$ cat src/aofpc_pkg.sv
package aofpc_pkg;
    // ====================================================================
    // Register map
    localparam logic [7:0] AOFPC_PATTERN_TEST_CONTROL_ADDR = 8'h0D;
    localparam logic [7:0] AOFPC_FILTER_CUTOFF_SELECT_ADDR = 8'h0F;
    localparam logic [7:0] AOFPC_PREAMP_OFFSET_ADJUST_ADDR = 8'h10;
    localparam logic [7:0] AOFPC_PREAMP_GAIN_SELECT_ADDR   = 8'h11;
    localparam logic [7:0] AOFPC_SAMPLE_CODING_CONFIG_ADDR = 8'h14;
    localparam logic [7:0] AOFPC_LANE_DRIVER_CONFIG_ADDR   = 8'h15;
    localparam logic [7:0] AOFPC_OUT_CLOCK_PHASE_SEL_ADDR  = 8'h16;

    localparam logic [7:0] AOFPC_PATTERN_TEST_CONTROL_RST  = 8'h00;
    localparam logic [7:0] AOFPC_FILTER_CUTOFF_SELECT_RST  = 8'h30;
    localparam logic [7:0] AOFPC_PREAMP_OFFSET_ADJUST_RST  = 8'h20;
    localparam logic [7:0] AOFPC_PREAMP_GAIN_SELECT_RST    = 8'h01;
    localparam logic [7:0] AOFPC_SAMPLE_CODING_CONFIG_RST  = 8'h00;
    localparam logic [7:0] AOFPC_LANE_DRIVER_CONFIG_RST    = 8'h00;
    localparam logic [7:0] AOFPC_OUT_CLOCK_PHASE_SEL_RST   = 8'h03;

    // ====================================================================
    // Field positions
    localparam int AOFPC_TEST_MODE_LSB = 0;
    localparam int AOFPC_FMT_LSB       = 0;
    localparam int AOFPC_INVERT_BIT    = 2;
    localparam int AOFPC_PHASE_LSB     = 0;

    localparam logic [1:0] AOFPC_FMT_OFFSET = 2'h0;
    localparam logic [1:0] AOFPC_FMT_TWOS   = 2'h1;

    // ====================================================================
    // Serial port framing and clock divider
    localparam int AOFPC_SPI_INSTR_BITS = 16;
    localparam int AOFPC_SPI_FRAME_BITS = 24;
    localparam int AOFPC_DIV_STEPS      = 6;
    localparam int AOFPC_PHASE_MAX      = 10;

    typedef enum logic [3:0] {
        AOFPC_TP_OFF     = 4'h0,
        AOFPC_TP_MID     = 4'h1,
        AOFPC_TP_POS_FS  = 4'h2,
        AOFPC_TP_NEG_FS  = 4'h3,
        AOFPC_TP_CHECKER = 4'h4,
        AOFPC_TP_TOGGLE  = 4'h9
    } aofpc_tp_t;

    typedef struct packed {
        logic [3:0] test_mode;
        logic       invert;
        logic [1:0] fmt;
        logic [3:0] phase;
    } aofpc_cfg_t;
endpackage

$ cat src/aofpc_top.sv
// Functional notes
// - Two-bit format code: 00 offset binary (reset), 01 twos complement.
// - Invert bit set complements every output data bit; reset is off.
// - Four-bit phase picks divider phase, 60 degree steps, codes above 10 held at 10, reset 0x03.
// - Phase selection moves only output clock; internal latching unchanged.
`timescale 1ns/1ps
`default_nettype none

// ========================================================================
// Sample FIFO
module aofpc_fifo #(
    parameter int W = 12,
    parameter int D = 8
) (
    input  wire logic         clk_sys_i,
    input  wire logic         rst_n_i,
    input  wire logic [W-1:0] in_data_i,
    input  wire logic         in_valid_i,
    output logic              in_ready_o,
    output logic [W-1:0]      out_data_o,
    output logic              out_valid_o,
    input  wire logic         out_ready_i
);
    localparam int AW = $clog2(D);
    if (D < 2 || (1 << AW) != D)
    begin : g_bad_depth
        $error("FIFO depth must be 2^n");
    end

    logic [W-1:0] mem [D];
    logic [AW:0]  wp_r;
    logic [AW:0]  rp_r;
    wire          push = in_valid_i && in_ready_o;
    wire          pop  = out_valid_o && out_ready_i;

    assign in_ready_o  = (wp_r - rp_r) != (AW+1)'(D);
    assign out_valid_o = wp_r != rp_r;
    assign out_data_o  = mem[rp_r[AW-1:0]];

    always_ff @(posedge clk_sys_i)
    begin
        if (push)
        begin
            mem[wp_r[AW-1:0]] <= in_data_i;
        end
        if (!rst_n_i)
        begin
            wp_r <= '0;
            rp_r <= '0;
        end
        else
        begin
            wp_r <= wp_r + (AW+1)'(push);
            rp_r <= rp_r + (AW+1)'(pop);
        end
    end
endmodule // aofpc_fifo

// ========================================================================
// Output format and phase control
module aofpc_top
    import aofpc_pkg::*;
#(
    parameter int W = 12,
    parameter int FIFO_DEPTH = 8
) (
    input  wire logic         clk_sys_i,
    input  wire logic         rst_n_i,
    input  wire logic         spi_sclk_i,
    input  wire logic         spi_cs_n_i,
    input  wire logic         spi_sdio_i,
    output logic              spi_sdio_o,
    output logic              spi_sdio_oe_n_o,
    input  wire logic [W-1:0] sample_i,
    input  wire logic         sample_valid_i,
    output logic              sample_ready_o,
    output logic              lane_o,
    output logic              frame_clk_o,
    output logic              out_clk_o,
    output logic [7:0]        filter_cutoff_o,
    output logic [7:0]        preamp_offset_o,
    output logic [7:0]        preamp_gain_o,
    output logic [7:0]        lane_driver_o
);
    if (W < 2 || W > 16)
    begin : g_bad_width
        $error("Sample width out of range");
    end

    // ====================================================================
    // Register bank and serial configuration port
    logic [7:0] test_r, coding_r, phase_r;
    logic [7:0] cutoff_r, offs_r, gain_r, drv_r;
    logic       sclk_q_r;
    logic [4:0] spi_cnt_r;
    logic [15:0] spi_sh_r;
    logic       spi_rd_r;
    logic [7:0] rd_sh_r;

    wire sclk_rise = spi_sclk_i && !sclk_q_r;
    wire sclk_fall = !spi_sclk_i && sclk_q_r;
    wire spi_last  = sclk_rise && spi_cnt_r == 5'(AOFPC_SPI_FRAME_BITS - 1);
    wire spi_instr = sclk_rise && spi_cnt_r == 5'(AOFPC_SPI_INSTR_BITS - 1);
    wire [15:0] instr_word = {spi_sh_r[14:0], spi_sdio_i};
    wire [7:0]  wr_addr    = spi_sh_r[14:7];
    wire [7:0]  wr_data    = {spi_sh_r[6:0], spi_sdio_i};
    wire        do_write   = spi_last && !spi_cs_n_i && !spi_rd_r;

    function automatic logic [7:0] rd_mux(input logic [7:0] a);
        unique case (a)
            AOFPC_PATTERN_TEST_CONTROL_ADDR: rd_mux = test_r;
            AOFPC_FILTER_CUTOFF_SELECT_ADDR: rd_mux = cutoff_r;
            AOFPC_PREAMP_OFFSET_ADJUST_ADDR: rd_mux = offs_r;
            AOFPC_PREAMP_GAIN_SELECT_ADDR:   rd_mux = gain_r;
            AOFPC_SAMPLE_CODING_CONFIG_ADDR: rd_mux = coding_r;
            AOFPC_LANE_DRIVER_CONFIG_ADDR:   rd_mux = drv_r;
            AOFPC_OUT_CLOCK_PHASE_SEL_ADDR:  rd_mux = phase_r;
            default:                         rd_mux = 8'h00;
        endcase
    endfunction

    always_ff @(posedge clk_sys_i)
    begin
        if (!rst_n_i || spi_cs_n_i)
        begin
            sclk_q_r        <= 1'b0;
            spi_cnt_r       <= 5'h00;
            spi_sh_r        <= 16'h0000;
            spi_rd_r        <= 1'b0;
            rd_sh_r         <= 8'h00;
            spi_sdio_oe_n_o <= 1'b1;
            spi_sdio_o      <= 1'b0;
        end
        else
        begin
            sclk_q_r <= spi_sclk_i;
            if (sclk_rise)
            begin
                spi_sh_r  <= instr_word;
                spi_cnt_r <= spi_last ? 5'h00 : spi_cnt_r + 5'h01;
            end
            if (spi_instr)
            begin
                // Read flag is the first bit of the frame
                spi_rd_r <= spi_sh_r[14];
                rd_sh_r  <= rd_mux(instr_word[7:0]);
            end
            if (spi_last)
            begin
                spi_rd_r        <= 1'b0;
                spi_sdio_oe_n_o <= 1'b1;
            end
            else if (sclk_fall && spi_rd_r)
            begin
                spi_sdio_oe_n_o <= 1'b0;
                spi_sdio_o      <= rd_sh_r[7];
                rd_sh_r         <= {rd_sh_r[6:0], 1'b0};
            end
        end
    end

    always_ff @(posedge clk_sys_i)
    begin
        if (!rst_n_i)
        begin
            test_r   <= AOFPC_PATTERN_TEST_CONTROL_RST;
            cutoff_r <= AOFPC_FILTER_CUTOFF_SELECT_RST;
            offs_r   <= AOFPC_PREAMP_OFFSET_ADJUST_RST;
            gain_r   <= AOFPC_PREAMP_GAIN_SELECT_RST;
            coding_r <= AOFPC_SAMPLE_CODING_CONFIG_RST;
            drv_r    <= AOFPC_LANE_DRIVER_CONFIG_RST;
            phase_r  <= AOFPC_OUT_CLOCK_PHASE_SEL_RST;
        end
        else if (do_write)
        begin
            if (wr_addr == AOFPC_PATTERN_TEST_CONTROL_ADDR) test_r <= wr_data;
            if (wr_addr == AOFPC_FILTER_CUTOFF_SELECT_ADDR) cutoff_r <= wr_data;
            if (wr_addr == AOFPC_PREAMP_OFFSET_ADJUST_ADDR) offs_r <= wr_data;
            if (wr_addr == AOFPC_PREAMP_GAIN_SELECT_ADDR)   gain_r <= wr_data;
            if (wr_addr == AOFPC_SAMPLE_CODING_CONFIG_ADDR) coding_r <= wr_data;
            if (wr_addr == AOFPC_LANE_DRIVER_CONFIG_ADDR)   drv_r <= wr_data;
            if (wr_addr == AOFPC_OUT_CLOCK_PHASE_SEL_ADDR)  phase_r <= wr_data;
        end
    end

    assign filter_cutoff_o = cutoff_r;
    assign preamp_offset_o = offs_r;
    assign preamp_gain_o   = gain_r;
    assign lane_driver_o   = drv_r;

    aofpc_cfg_t cfg;
    assign cfg.test_mode = test_r[AOFPC_TEST_MODE_LSB +: 4];
    assign cfg.invert    = coding_r[AOFPC_INVERT_BIT];
    assign cfg.fmt       = coding_r[AOFPC_FMT_LSB +: 2];
    assign cfg.phase     = phase_r[AOFPC_PHASE_LSB +: 4];

    // ====================================================================
    // Sample path: FIFO, pattern select, coding, serialiser
    logic [W-1:0] fifo_data;
    logic         fifo_valid;
    logic [3:0]   bit_cnt_r;
    logic [W-1:0] ser_r;
    logic         tgl_r;
    wire          load = bit_cnt_r == 4'h0;

    aofpc_fifo #(.W(W), .D(FIFO_DEPTH)) u_fifo (
        .clk_sys_i   (clk_sys_i),
        .rst_n_i     (rst_n_i),
        .in_data_i   (sample_i),
        .in_valid_i  (sample_valid_i),
        .in_ready_o  (sample_ready_o),
        .out_data_o  (fifo_data),
        .out_valid_o (fifo_valid),
        .out_ready_i (load)
    );

    // Missing sample on a word slot sends midscale rather than stalling
    wire [W-1:0] mid   = {1'b1, {(W-1){1'b0}}};
    wire [W-1:0] src   = fifo_valid ? fifo_data : mid;
    wire [W-1:0] tp    =
        cfg.test_mode == AOFPC_TP_MID     ? mid :
        cfg.test_mode == AOFPC_TP_POS_FS  ? {W{1'b1}} :
        cfg.test_mode == AOFPC_TP_NEG_FS  ? {W{1'b0}} :
        cfg.test_mode == AOFPC_TP_CHECKER ? {(W/2){tgl_r, !tgl_r}} :
        cfg.test_mode == AOFPC_TP_TOGGLE  ? {W{tgl_r}} : mid;
    wire [W-1:0] sel   = (cfg.test_mode == AOFPC_TP_OFF) ? src : tp;
    wire [W-1:0] coded = (cfg.fmt == AOFPC_FMT_TWOS) ?
                         {!sel[W-1], sel[W-2:0]} : sel;
    wire [W-1:0] word  = cfg.invert ? ~coded : coded;

    always_ff @(posedge clk_sys_i)
    begin
        if (!rst_n_i)
        begin
            bit_cnt_r   <= 4'h0;
            ser_r       <= '0;
            tgl_r       <= 1'b0;
            lane_o      <= 1'b0;
            frame_clk_o <= 1'b0;
        end
        else
        begin
            bit_cnt_r   <= (bit_cnt_r == 4'(W - 1)) ? 4'h0 : bit_cnt_r + 4'h1;
            ser_r       <= load ? word : {ser_r[W-2:0], 1'b0};
            tgl_r       <= load ? !tgl_r : tgl_r;
            lane_o      <= load ? word[W-1] : ser_r[W-2];
            frame_clk_o <= bit_cnt_r < 4'(W / 2);
        end
    end

    // ====================================================================
    // Output clock: divider phases, one sys cycle per 60 degree step.
    // Only the tap moves; divider and serialiser never see the phase.
    logic [2:0]              div_r;
    logic [AOFPC_PHASE_MAX:0] dly_r;
    wire                     base = div_r < 3'(AOFPC_DIV_STEPS / 2);
    wire [3:0]               tap  = (cfg.phase > 4'(AOFPC_PHASE_MAX)) ?
                                    4'(AOFPC_PHASE_MAX) : cfg.phase;

    always_ff @(posedge clk_sys_i)
    begin
        if (!rst_n_i)
        begin
            div_r     <= 3'h0;
            dly_r     <= '0;
            out_clk_o <= 1'b0;
        end
        else
        begin
            div_r     <= (div_r == 3'(AOFPC_DIV_STEPS - 1)) ? 3'h0 : div_r + 3'h1;
            dly_r     <= {dly_r[AOFPC_PHASE_MAX-1:0], base};
            out_clk_o <= dly_r[tap];
        end
    end

    // ====================================================================
    // Checks
    a_fmt_twos_msb: assert property (@(posedge clk_sys_i) disable iff (!rst_n_i)
        load && cfg.test_mode == 4'h0 && !cfg.invert && fifo_valid &&
        cfg.fmt == AOFPC_FMT_TWOS |=> lane_o == !$past(fifo_data[W-1]))
        else $error("twos complement msb wrong");
    a_fmt_offs_msb: assert property (@(posedge clk_sys_i) disable iff (!rst_n_i)
        load && cfg.test_mode == 4'h0 && !cfg.invert && fifo_valid &&
        cfg.fmt == AOFPC_FMT_OFFSET |=> lane_o == $past(fifo_data[W-1]))
        else $error("offset binary msb wrong");
    a_invert_data: assert property (@(posedge clk_sys_i) disable iff (!rst_n_i)
        load && cfg.invert |=> lane_o == !$past(coded[W-1]))
        else $error("inversion not applied");
    a_phase_tap: assert property (@(posedge clk_sys_i) disable iff (!rst_n_i)
        $stable(cfg.phase) && cfg.phase <= 4'h3 && $past(cfg.phase) == 4'h3
        |=> out_clk_o == $past(dly_r[3]))
        else $error("output clock phase tap wrong");
    a_latch_fixed: assert property (@(posedge clk_sys_i) disable iff (!rst_n_i)
        bit_cnt_r == 4'(W - 1) |=> bit_cnt_r == 4'h0 ##1 bit_cnt_r == 4'h1)
        else $error("word timing disturbed");
    a_test_fullscale: assert property (@(posedge clk_sys_i) disable iff (!rst_n_i)
        load && cfg.test_mode == AOFPC_TP_POS_FS && cfg.fmt == AOFPC_FMT_OFFSET
        && !cfg.invert |=> lane_o ##1 lane_o ##1 lane_o)
        else $error("test pattern not driven");
endmodule // aofpc_top
`default_nettype wire

$ cat config.mk
export PLATFORM = sky130hd
export DESIGN_NAME = aofpc_top
export DESIGN_NICKNAME = d
export VERILOG_FILES = /design/src/aofpc_pkg.sv /design/src/aofpc_top.sv
export SDC_FILE = /design/constraint.sdc
export NUM_CORES = 1
export LEC_CHECK = 0
export ABC_CLOCK_PERIOD_IN_PS = 8500
export BUFFER_PORTS_ARGS = -buffer_cell sky130_fd_sc_hd__clkbuf_2
export CAP_MARGIN = 20
export CORE_UTILIZATION = 35
export CTS_CLUSTER_SIZE = 28
export DETAILED_ROUTE_END_ITERATION = 10
export GPL_ROUTABILITY_DRIVEN = 0
export GPL_TIMING_DRIVEN = 0
export HOLD_SLACK_MARGIN = 0.06
export PLACE_DENSITY = 0.49
export SLEW_MARGIN = 20
export SYNTH_ARGS = -nofsm -noshare
export SYNTH_HDL_FRONTEND = slang
export SYNTH_HIERARCHICAL = 1
export SYNTH_SLANG_ARGS = --single-unit
$ cat constraint.sdc
create_clock -name clk_sys_i -period 8.5 [get_ports clk_sys_i]
set_input_delay 0 -clock clk_sys_i [delete_from_list [all_inputs] [get_ports clk_sys_i]]
set_output_delay 0 -clock clk_sys_i [all_outputs]
set_load 0.05 [all_outputs]
# Word-level counts from Yosys, hierarchy flattened

Memory sizes are Yosys's and may differ from the RTL's. A register that Yosys moved wholly into a read port is not among the register bits.
Cells that the tools add are included.

Bits in registers: 129
Logic and storage cells: 118
Input port bits: 18
Output and inout port bits: 38
Memory bits (writable): 96
Memories kept: 1

Memories:

| memory     | words | bits a word | rd ports | clocked after Yosys merged registers in | write ports | RTL line        | RTL |
|---|---|---|---|---|---|---|---|
| u_fifo.mem | 8     | 12          | 1        | 1                                       | 1           | aofpc_top.sv:30 | `logic [W-1:0] mem [D];` |

Reduce and logical (&&, ||, !) cells: 31
Muxes and demuxes: 22
Add/sub/neg operators: 6
Bitwise operators: 3
Equal/unequal tests: 26
Order comparisons: 4

Operators by type and width:

| operator              | count |
|---|---|
| $mux W12              | 9 |
| $eq A8 B5 Y1 const B  | 10 |
| $pmux W8 S7           | 1 |
| $eq A8 B4 Y1 const B  | 4 |
| $mux W8               | 3 |
| $reduce_and A2 Y1     | 9 |
| $not A12 Y12          | 1 |
| $mux W11              | 1 |
| $logic_and A1 B1 Y1   | 9 |
| $add A4 B1 Y4         | 2 |
| $eq A4 B2 Y1 const B  | 2 |
| $eq A4 B4 Y1 const B  | 2 |
| $logic_not A4 Y1      | 2 |
| $logic_not A1 Y1      | 7 |
| $reduce_or A2 Y1      | 3 |
| $add A5 B1 Y5 const B | 1 |
| $eq A5 B4 Y1 const B  | 1 |
| $eq A5 B5 Y1 const B  | 1 |
| $lt A4 B5 Y1 const B  | 1 |
| $mux W5               | 1 |
| $add A4 B1 Y4 const B | 1 |
| $bmux W1 S4           | 1 |
| $eq A4 B1 Y1 const B  | 1 |
| $eq A4 B3 Y1 const B  | 1 |
| other kinds (14)      | 18 |

# Longest topological paths before layout

Gate-level depths: netlist of run 1.

Word-level depth: 12
Gate-level depth with buffers: 12
Mapped depth without buffers: 10

# Hierarchy

Netlist of run 1, hierarchy kept.

By module, submodules not included:

| module     | cells each | area each (um^2) | sequential area each (um^2) | times used |
|---|---|---|---|---|
| aofpc_top  | 650        | 5497.8           | 2422.3                      | 1 |
| aofpc_fifo | 224        | 4169.0           | 3042.9                      | 1 |

# Least setup slack after synthesis of run 1

Ideal clock, no wire load.

Path type: register -> register
Start: reg u_fifo.rp_r[1]
End: mem u_fifo.mem[0][0], enable pin
Library setup time: 0.412 ns
Data required time: 8.088 ns
Cell stages (with the launch flop): 9
Path buffers: 3
Period minus slack after synthesis: 3.442 ns
Slack: 5.058 ns
Data arrival time: 3.030 ns
Cell sequence: dfxtp_1 -> clkbuf_1 -> buf_2 -> inv_1 -> ha_1 -> nor2b_1 -> o211a_1 -> buf_1 -> nor4_1

Cells in the longest elaborated chain, start to end: 5

RTL lines:

| element                       | RTL line        | RTL |
|---|---|---|
| start, declared               | aofpc_top.sv:32 | `logic [AW:0] rp_r;` |
| start signal, assigned        | aofpc_top.sv:54 | `rp_r <= rp_r + (AW+1)'(pop);` |
| $sub A4 B4 Y4                 | aofpc_top.sv:36 | `assign in_ready_o = (wp_r - rp_r) != (AW+1)'(D);` |
| $ne A4 B4 Y1                  | aofpc_top.sv:36 |  |
| $logic_and A1 B1 Y1           | aofpc_top.sv:33 | `wire push = in_valid_i && in_ready_o;` |
| $mux W1                       | aofpc_top.sv:42 | `if (push)` |
| $mux W1 (implied by the code) | aofpc_top.sv:44 | `mem[wp_r[AW-1:0]] <= in_data_i;` |
| end, declared                 | aofpc_top.sv:30 |  |

Every way passes these cells.

# Worst setup path after layout of run 1

Start: reg u_fifo.rp_r[1]
End: reg u_fifo.wp_r[0]

Cells in the longest elaborated chain, start to end: 4

RTL lines:

| element              | RTL line        | RTL |
|---|---|---|
| $sub A4 B4 Y4        | aofpc_top.sv:36 |  |
| $ne A4 B4 Y1         | aofpc_top.sv:36 |  |
| $logic_and A1 B1 Y1  | aofpc_top.sv:33 |  |
| $add A4 B1 Y4        | aofpc_top.sv:53 | `wp_r <= wp_r + (AW+1)'(push);` |
| end signal, assigned | aofpc_top.sv:53 |  |
| end, declared        | aofpc_top.sv:31 | `logic [AW:0] wp_r;` |

Every way passes these cells.
A chain may end at the register's enable or synchronous reset.

==> results_dict.tcl, run 1 <==
set metrics [dict create \
    status "complete, no violations" \
    antennaDiodeCount 0 \
    tns_ns 0 \
    start_util_pct 35.8 \
    drive_gt1_share_pct 17.9 \
    synth.cell_area_um2 9670 \
    fin_total_pwr_uw 2640 \
    grt_max_degree 14 \
    dr.pass1.iters 5 \
    relSlewSlack_pct 36.3 \
    crit_type "register to register" \
    cp_num_buf_inv 5 \
    max_clock_freq_ghz 0.259 \
    setup_viol 0 \
    dieWidth_um 168 \
    hpwlAfterDp_mm 17.5 \
    cts_buffer_depth 3 \
    cp_cell_sequence "clkbuf_1 > buf_2 > inv_1 > ha_1 > nor2b_1 > o211a_1 > buf_1 > nor3b_1 > ha_1 > and2_1 > dlygate4sd3_1" \
    cp-start-kind "register" \
    area_delta_synth_final_pct 19.8 \
    grt_pass1_wl_mm 39.4 \
    crit_path_top_delay_cell "dlygate4sd3_1" \
    fin_skew_ns 0.00894 \
    slowest_delay_ns 0.54 \
    postSynthCellCount 874 \
    pin_count 56 \
    cp_max_fo 10 \
    drv_cap 0 \
    root_buffer "clkbuf_16" \
    h-tree-depth 1 \
    cts_tree "yes" \
    ctsResizeCount 0 \
    nets 1021 \
    yosys_warnings 6 \
    synth_fp_nets 905 \
    finalCritPeriodShare_pct 45.5 \
    grt_antenna_before_repair 0 \
    async_flop_share_pct 0 \
    synth_cell_types 57 \
    drt-initial-drc-count 461 \
    peakVddDrop_uv 169 \
    cts_made_buffers 26 \
    overflow 0 \
    hold_violations 0 \
    crit_family "buffers and inverters" \
    grt_pass1_vias 6841 \
    arrival_ns 4.28 \
    ant_nets 0 \
    die-area_um2 28300 \
    die_h_um 168 \
    p_leak_uw 0.00410 \
    track_usage_pct 17.9 \
    clock-sinks 225 \
    via_count 7019 \
    crit_top_cell "ha_1" \
    row_count 60 \
    hold_path_class "input port to register" \
    final_cell_mix "nand2_1, dfxtp_1, edfxtp_1, a21oi_1, clkbuf_2" \
    drt_wl_total_mm 24.7 \
    via_per_inst 5.20 \
    power.density_nw_per_um2 228 \
    port-buffer-count 54 \
    core_area_um2 27000 \
    grt_setup_unrepaired "no" \
    fin_crit_ns 3.87 \
    ys_ff_latch 225 \
    max_slew.worst_pin.slew_ns 0.947 \
    clk_latency_ns 0.53 \
    wl_per_cell_um 18.3 \
    synth_edf_count 96 \
    end_kind "register" \
    synth-main-ff-cell "dfxtp_1" \
    ys_seq_area_share_pct 56.5 \
    post_cts_buffers 0 \
    path_clk_slew_ns 0.06 \
    mostFrequentLayoutCell "nand2_1" \
    slew_violations 0 \
    worst_hold_slack_ns 0.126 \
    crit_required_ns 8.91 \
    route.detailed.drc 0 \
    syn_area_per_cell_um2 11.1 \
]
where the power goes:
part / total [µW] / switching, µW / internal, µW / leakage (µW)
sequential: 1170 / 12.5 / 1160 / 0.00192
clock: 1150 / 447 / 699 / 0.000431
combinational: 320 / 176 / 144 / 0.00176
metrics by stage:
step                util (%)  instances  setup slack, ns  area (µm²)
finish                  42.9       1351             4.63       11600
global route            42.9       1351             4.45       11600
CTS                     42.9       1351             4.63       11600
detailed placement      38.9       1285             4.86       10500
global placement        38.3       1269             3.24       10400
floorplan                  -        874             5.06        9670
layout make-up:
cell class / instances / area, µm²
repair buffers: 88 / 548
well taps: 341 / 427
fillers: 2603 / 15400
multi-input cells: 577 / 3920
inverters: 14 / 52.6
flip-flops and latches: 225 / 5470
clock inverters: 18 / 205
clock buffers: 30 / 686
plain buffers: 58 / 277
cells by family after synthesis:
| kind of cell | synth area share [%] |
|---|---|
| AND/OR/NAND/NOR | 16.5 |
| flip-flops | 56.5 |
| AO/OA/AOI/OAI | 8.94 |
| buffers and inverters | 3.40 |
| multiplexers | 10.7 |
| XOR/XNOR | 2.24 |
| adder cells (fa/ha/maj) | 1.68 |
worst paths after layout:
| check | cells after the start | to | slack [ns] | start |
|---|---|---|---|---|
| max | 11 | u_fifo/wp_r[0] | 4.63 | u_fifo/rp_r[1] |
| min | 3 | preamp_gain_o[0] | 0.13 | spi_sdio_i |
| max reg2reg | 11 | u_fifo/wp_r[0] | 4.63 | u_fifo/rp_r[1] |
| min reg2reg | 1 | spi_sdio_oe_n_o | 0.45 | spi_sdio_oe_n_o |
tightest hold or removal path: cells and delay by family:
kind,cells,cell delay (ns)
buffers and inverters,2,0.49
AOI/OAI and AO/OA,1,0.10
sequential cells by signal (all words and copies together) (netlist names), 3 cells and up:
register / cells
bit_cnt_r: 4
coding_r: 8
div_r: 3
dly_r: 11
filter_cutoff_o: 8
lane_driver_o: 8
phase_r: 8
preamp_gain_o: 8
preamp_offset_o: 8
rd_sh_r: 8
ser_r: 11
spi_cnt_r: 5
spi_sh_r: 15
test_r: 8
u_fifo/mem: 96
u_fifo/rp_r: 4
u_fifo/wp_r: 4
Yosys cell counts, types with 8 or more instances:
library cell  count  area share [%]
clkbuf_1         35             1.4
nor2_1           42             1.6
mux2i_1          39             4.0
and2_1           20             1.3
nand3_1          35             1.8
nor3_1           11            0.57
a211oi_1         11            0.85
nand2b_1         12            0.78
edfxtp_1         96              30
buf_2             8            0.41
nor4_1           12            0.78
nand2_1         152             5.9
inv_1            13            0.50
ha_1             13             1.7
a21oi_1          59             3.1
dfxtp_1         129              27
o21ai_0          36             1.9
mux4_2           26             6.1
xnor2_1          16             1.4
what timing repair did:
item,4_1_cts,5_1_grt
hold endpoints to repair,143,0
endpoints found under the setup margin,0,0
hold buffers,18,0
per-layer routing:
metal,GRT usage [%],up-vias,routed length (µm)
met4,5.65,0,658
met1,25.4,3403,11900
met3,2.40,43,1020
met5,0,-,0
li1,-,3396,-
met2,28.3,177,11200
(Power assumes the default switching activity.)
==> run 2: changes to the inputs <==
ABC_CLOCK_PERIOD_IN_PS = 3450   (was 8500)
PLACE_DENSITY = 0.51   (was 0.49)
clock period = 3.45 ns   (was 8.5 ns; I/O delays follow)
==> results_dict.tcl, run 2 (synthesis results as in run 1) <==
set metrics [dict create \
    start_util_pct 35.8 \
    hold_path_class "input port to register" \
    whs_path_depth 3 \
    fin_total_pwr_uw 6540 \
    postPlaceCellArea_um2 10500 \
    swShare_pct 23.6 \
    max_clock_freq_ghz 0.319 \
    fin_skew_ns 0.0158 \
    r2r_start "u_fifo/rp_r[1]" \
    grt_pass1_vias 6751 \
    dieWidth_um 168 \
    setup_viol 0 \
    die-area_um2 28300 \
    clkPwrFrac_pct 43.9 \
    overflow 0 \
    track_usage_pct 17.5 \
    grt_max_degree 14 \
    core_area_um2 27000 \
    fin_crit_ns 3.13 \
    power_switching_uw 1550 \
    tns_ns 0 \
    power.density_nw_per_um2 562 \
    via_count 6943 \
    cts_made_buffers 26 \
    cts_tree "yes" \
    mostFrequentLayoutCell "nand2_1" \
    arrival_ns 3.56 \
    max_slew.worst_pin.slew_ns 0.995 \
    r2r_setup_slack_ns 0.32 \
    p_leak_uw 0.00412 \
    stdcell_area_um2 11600 \
    seq_power_share_pct 44.1 \
    holdCritStartpoint "spi_sdio_i" \
    drt_wl_total_mm 24.4 \
    p_int_uw 4990 \
    path_clk_slew_ns 0.06 \
    route.detailed.drc 0 \
    pin_count 56 \
    hold_violations 0 \
    clk_latency_ns 0.53 \
    via_per_inst 5.14 \
    peakVddDrop_uv 380 \
    hold_path_end "preamp_gain_o[0]" \
    area_delta_synth_final_pct 20.4 \
    slew_violations 0 \
    final_cell_mix "nand2_1, dfxtp_1, edfxtp_1, a21oi_1, clkbuf_2" \
    finalCritPeriodShare_pct 90.8 \
    end_kind "register" \
    largest_reg_flops 96 \
    relSlewSlack_pct 33.1 \
    port-buffer-count 54 \
    h-tree-depth 1 \
    clock-sinks 225 \
    drt-initial-drc-count 525 \
    crit_type "register to register" \
    status "complete, no violations" \
    cp-start-kind "register" \
    row_count 60 \
    grt_antenna_before_repair 0 \
    root_buffer "clkbuf_16" \
    finalNonFillerCells 1350 \
    ant_nets 0 \
    cts_buffer_depth 3 \
    wl_per_cell_um 18.1 \
    crit_required_ns 3.88 \
    nets 1021 \
    reg2reg_to "u_fifo/wp_r[2]" \
    fin_util_pct 43.1 \
    die_h_um 168 \
    dp_cells 1285 \
    power_frac_comb_pct 12.0 \
    drive_gt1_share_pct 18.2 \
    grt_pass1_wl_mm 38.6 \
    antennaDiodeCount 0 \
    r2r_cells 11 \
    drv_cap 0 \
    hpwlAfterDp_mm 17.3 \
    dr.pass1.iters 5 \
    cp_max_fo 10 \
    grt_setup_unrepaired "no" \
]
run 2: worst max path at each step:
stage	startpoint	to	slack, ns
6_report	u_fifo/rp_r[1]	u_fifo/wp_r[2]	0.32
5_1_grt	u_fifo/rp_r[1]	u_fifo/wp_r[2]	0.06
4_1_cts	u_fifo/rp_r[2]	u_fifo/wp_r[2]	0.0006
3_5_place_dp	u_fifo/rp_r[1]	u_fifo/mem[1][4]	-0.29
3_3_place_gp	u_fifo/rp_r[1]	u_fifo/mem[7][8]	-1.72
2_1_floorplan	u_fifo/rp_r[1]	u_fifo/mem[0][0]	0.008
run 2: area by class of cell:
class                           instances  area [µm²]
Clock inverter                          7         119
Inverter                               14        52.6
Timing Repair Buffer                   90         561
Multi-Input combinational cell        577        3960
Buffer                                 56         270
Fill cell                            2582       15400
Sequential cell                       225        5470
Tap cell                              341         427
Clock buffer                           40         785
run 2: what timing repair did:
item	4_1_cts	5_1_grt
pin swaps	2	1
setup endpoints to repair	44	67
endpoints found under the hold margin	132	0
gates resized for setup	2	5
buffers inserted	1	2
hold buffers	17	0
run 2: layer usage:
| metal | vias up | track usage, % | wire length, µm |
|---|---|---|---|
| met4 | 0 | 4.58 | 454 |
| met5 | - | 0 | 0 |
| met2 | 174 | 29.0 | 11300 |
| met1 | 3337 | 24.1 | 11700 |
| met3 | 36 | 2.52 | 968 |
| li1 | 3396 | - | - |
run 2: critical path, cell delays in order (launching register included):
cell and delay (ns):
dfxtp_1 0.33, clkbuf_2 0.24, buf_2 0.37, inv_1 0.09
ha_1 0.34, nor2b_1 0.36, o211a_2 0.47, nor3b_1 0.11
ha_1 0.23, ha_1 0.19, xor2_1 0.13, and2_1 0.15
run 2: stage by stage:
stage / setup WS (ns) / hold slack [ns]
detailed placement: -0.291 / 0.284
global route: 0.0561 / 0.125
global placement: -1.72 / 0.286
CTS: 0.000572 / 0.0671
floorplan: 0.00758 / 0.0989
finish: 0.316 / 0.0786
run 2: power by group through the flow:
| stage | Combinational [µW] | Clock [µW] | Sequential (µW) |
|---|---|---|---|
| detailed placement | 770 | 0 | 2940 |
| floorplan | 570 | 0 | 2950 |
| global placement | 762 | 0 | 2940 |
| finish | 783 | 2870 | 2880 |
| CTS | 792 | 2930 | 2880 |
| global route | 872 | 3030 | 2890 |
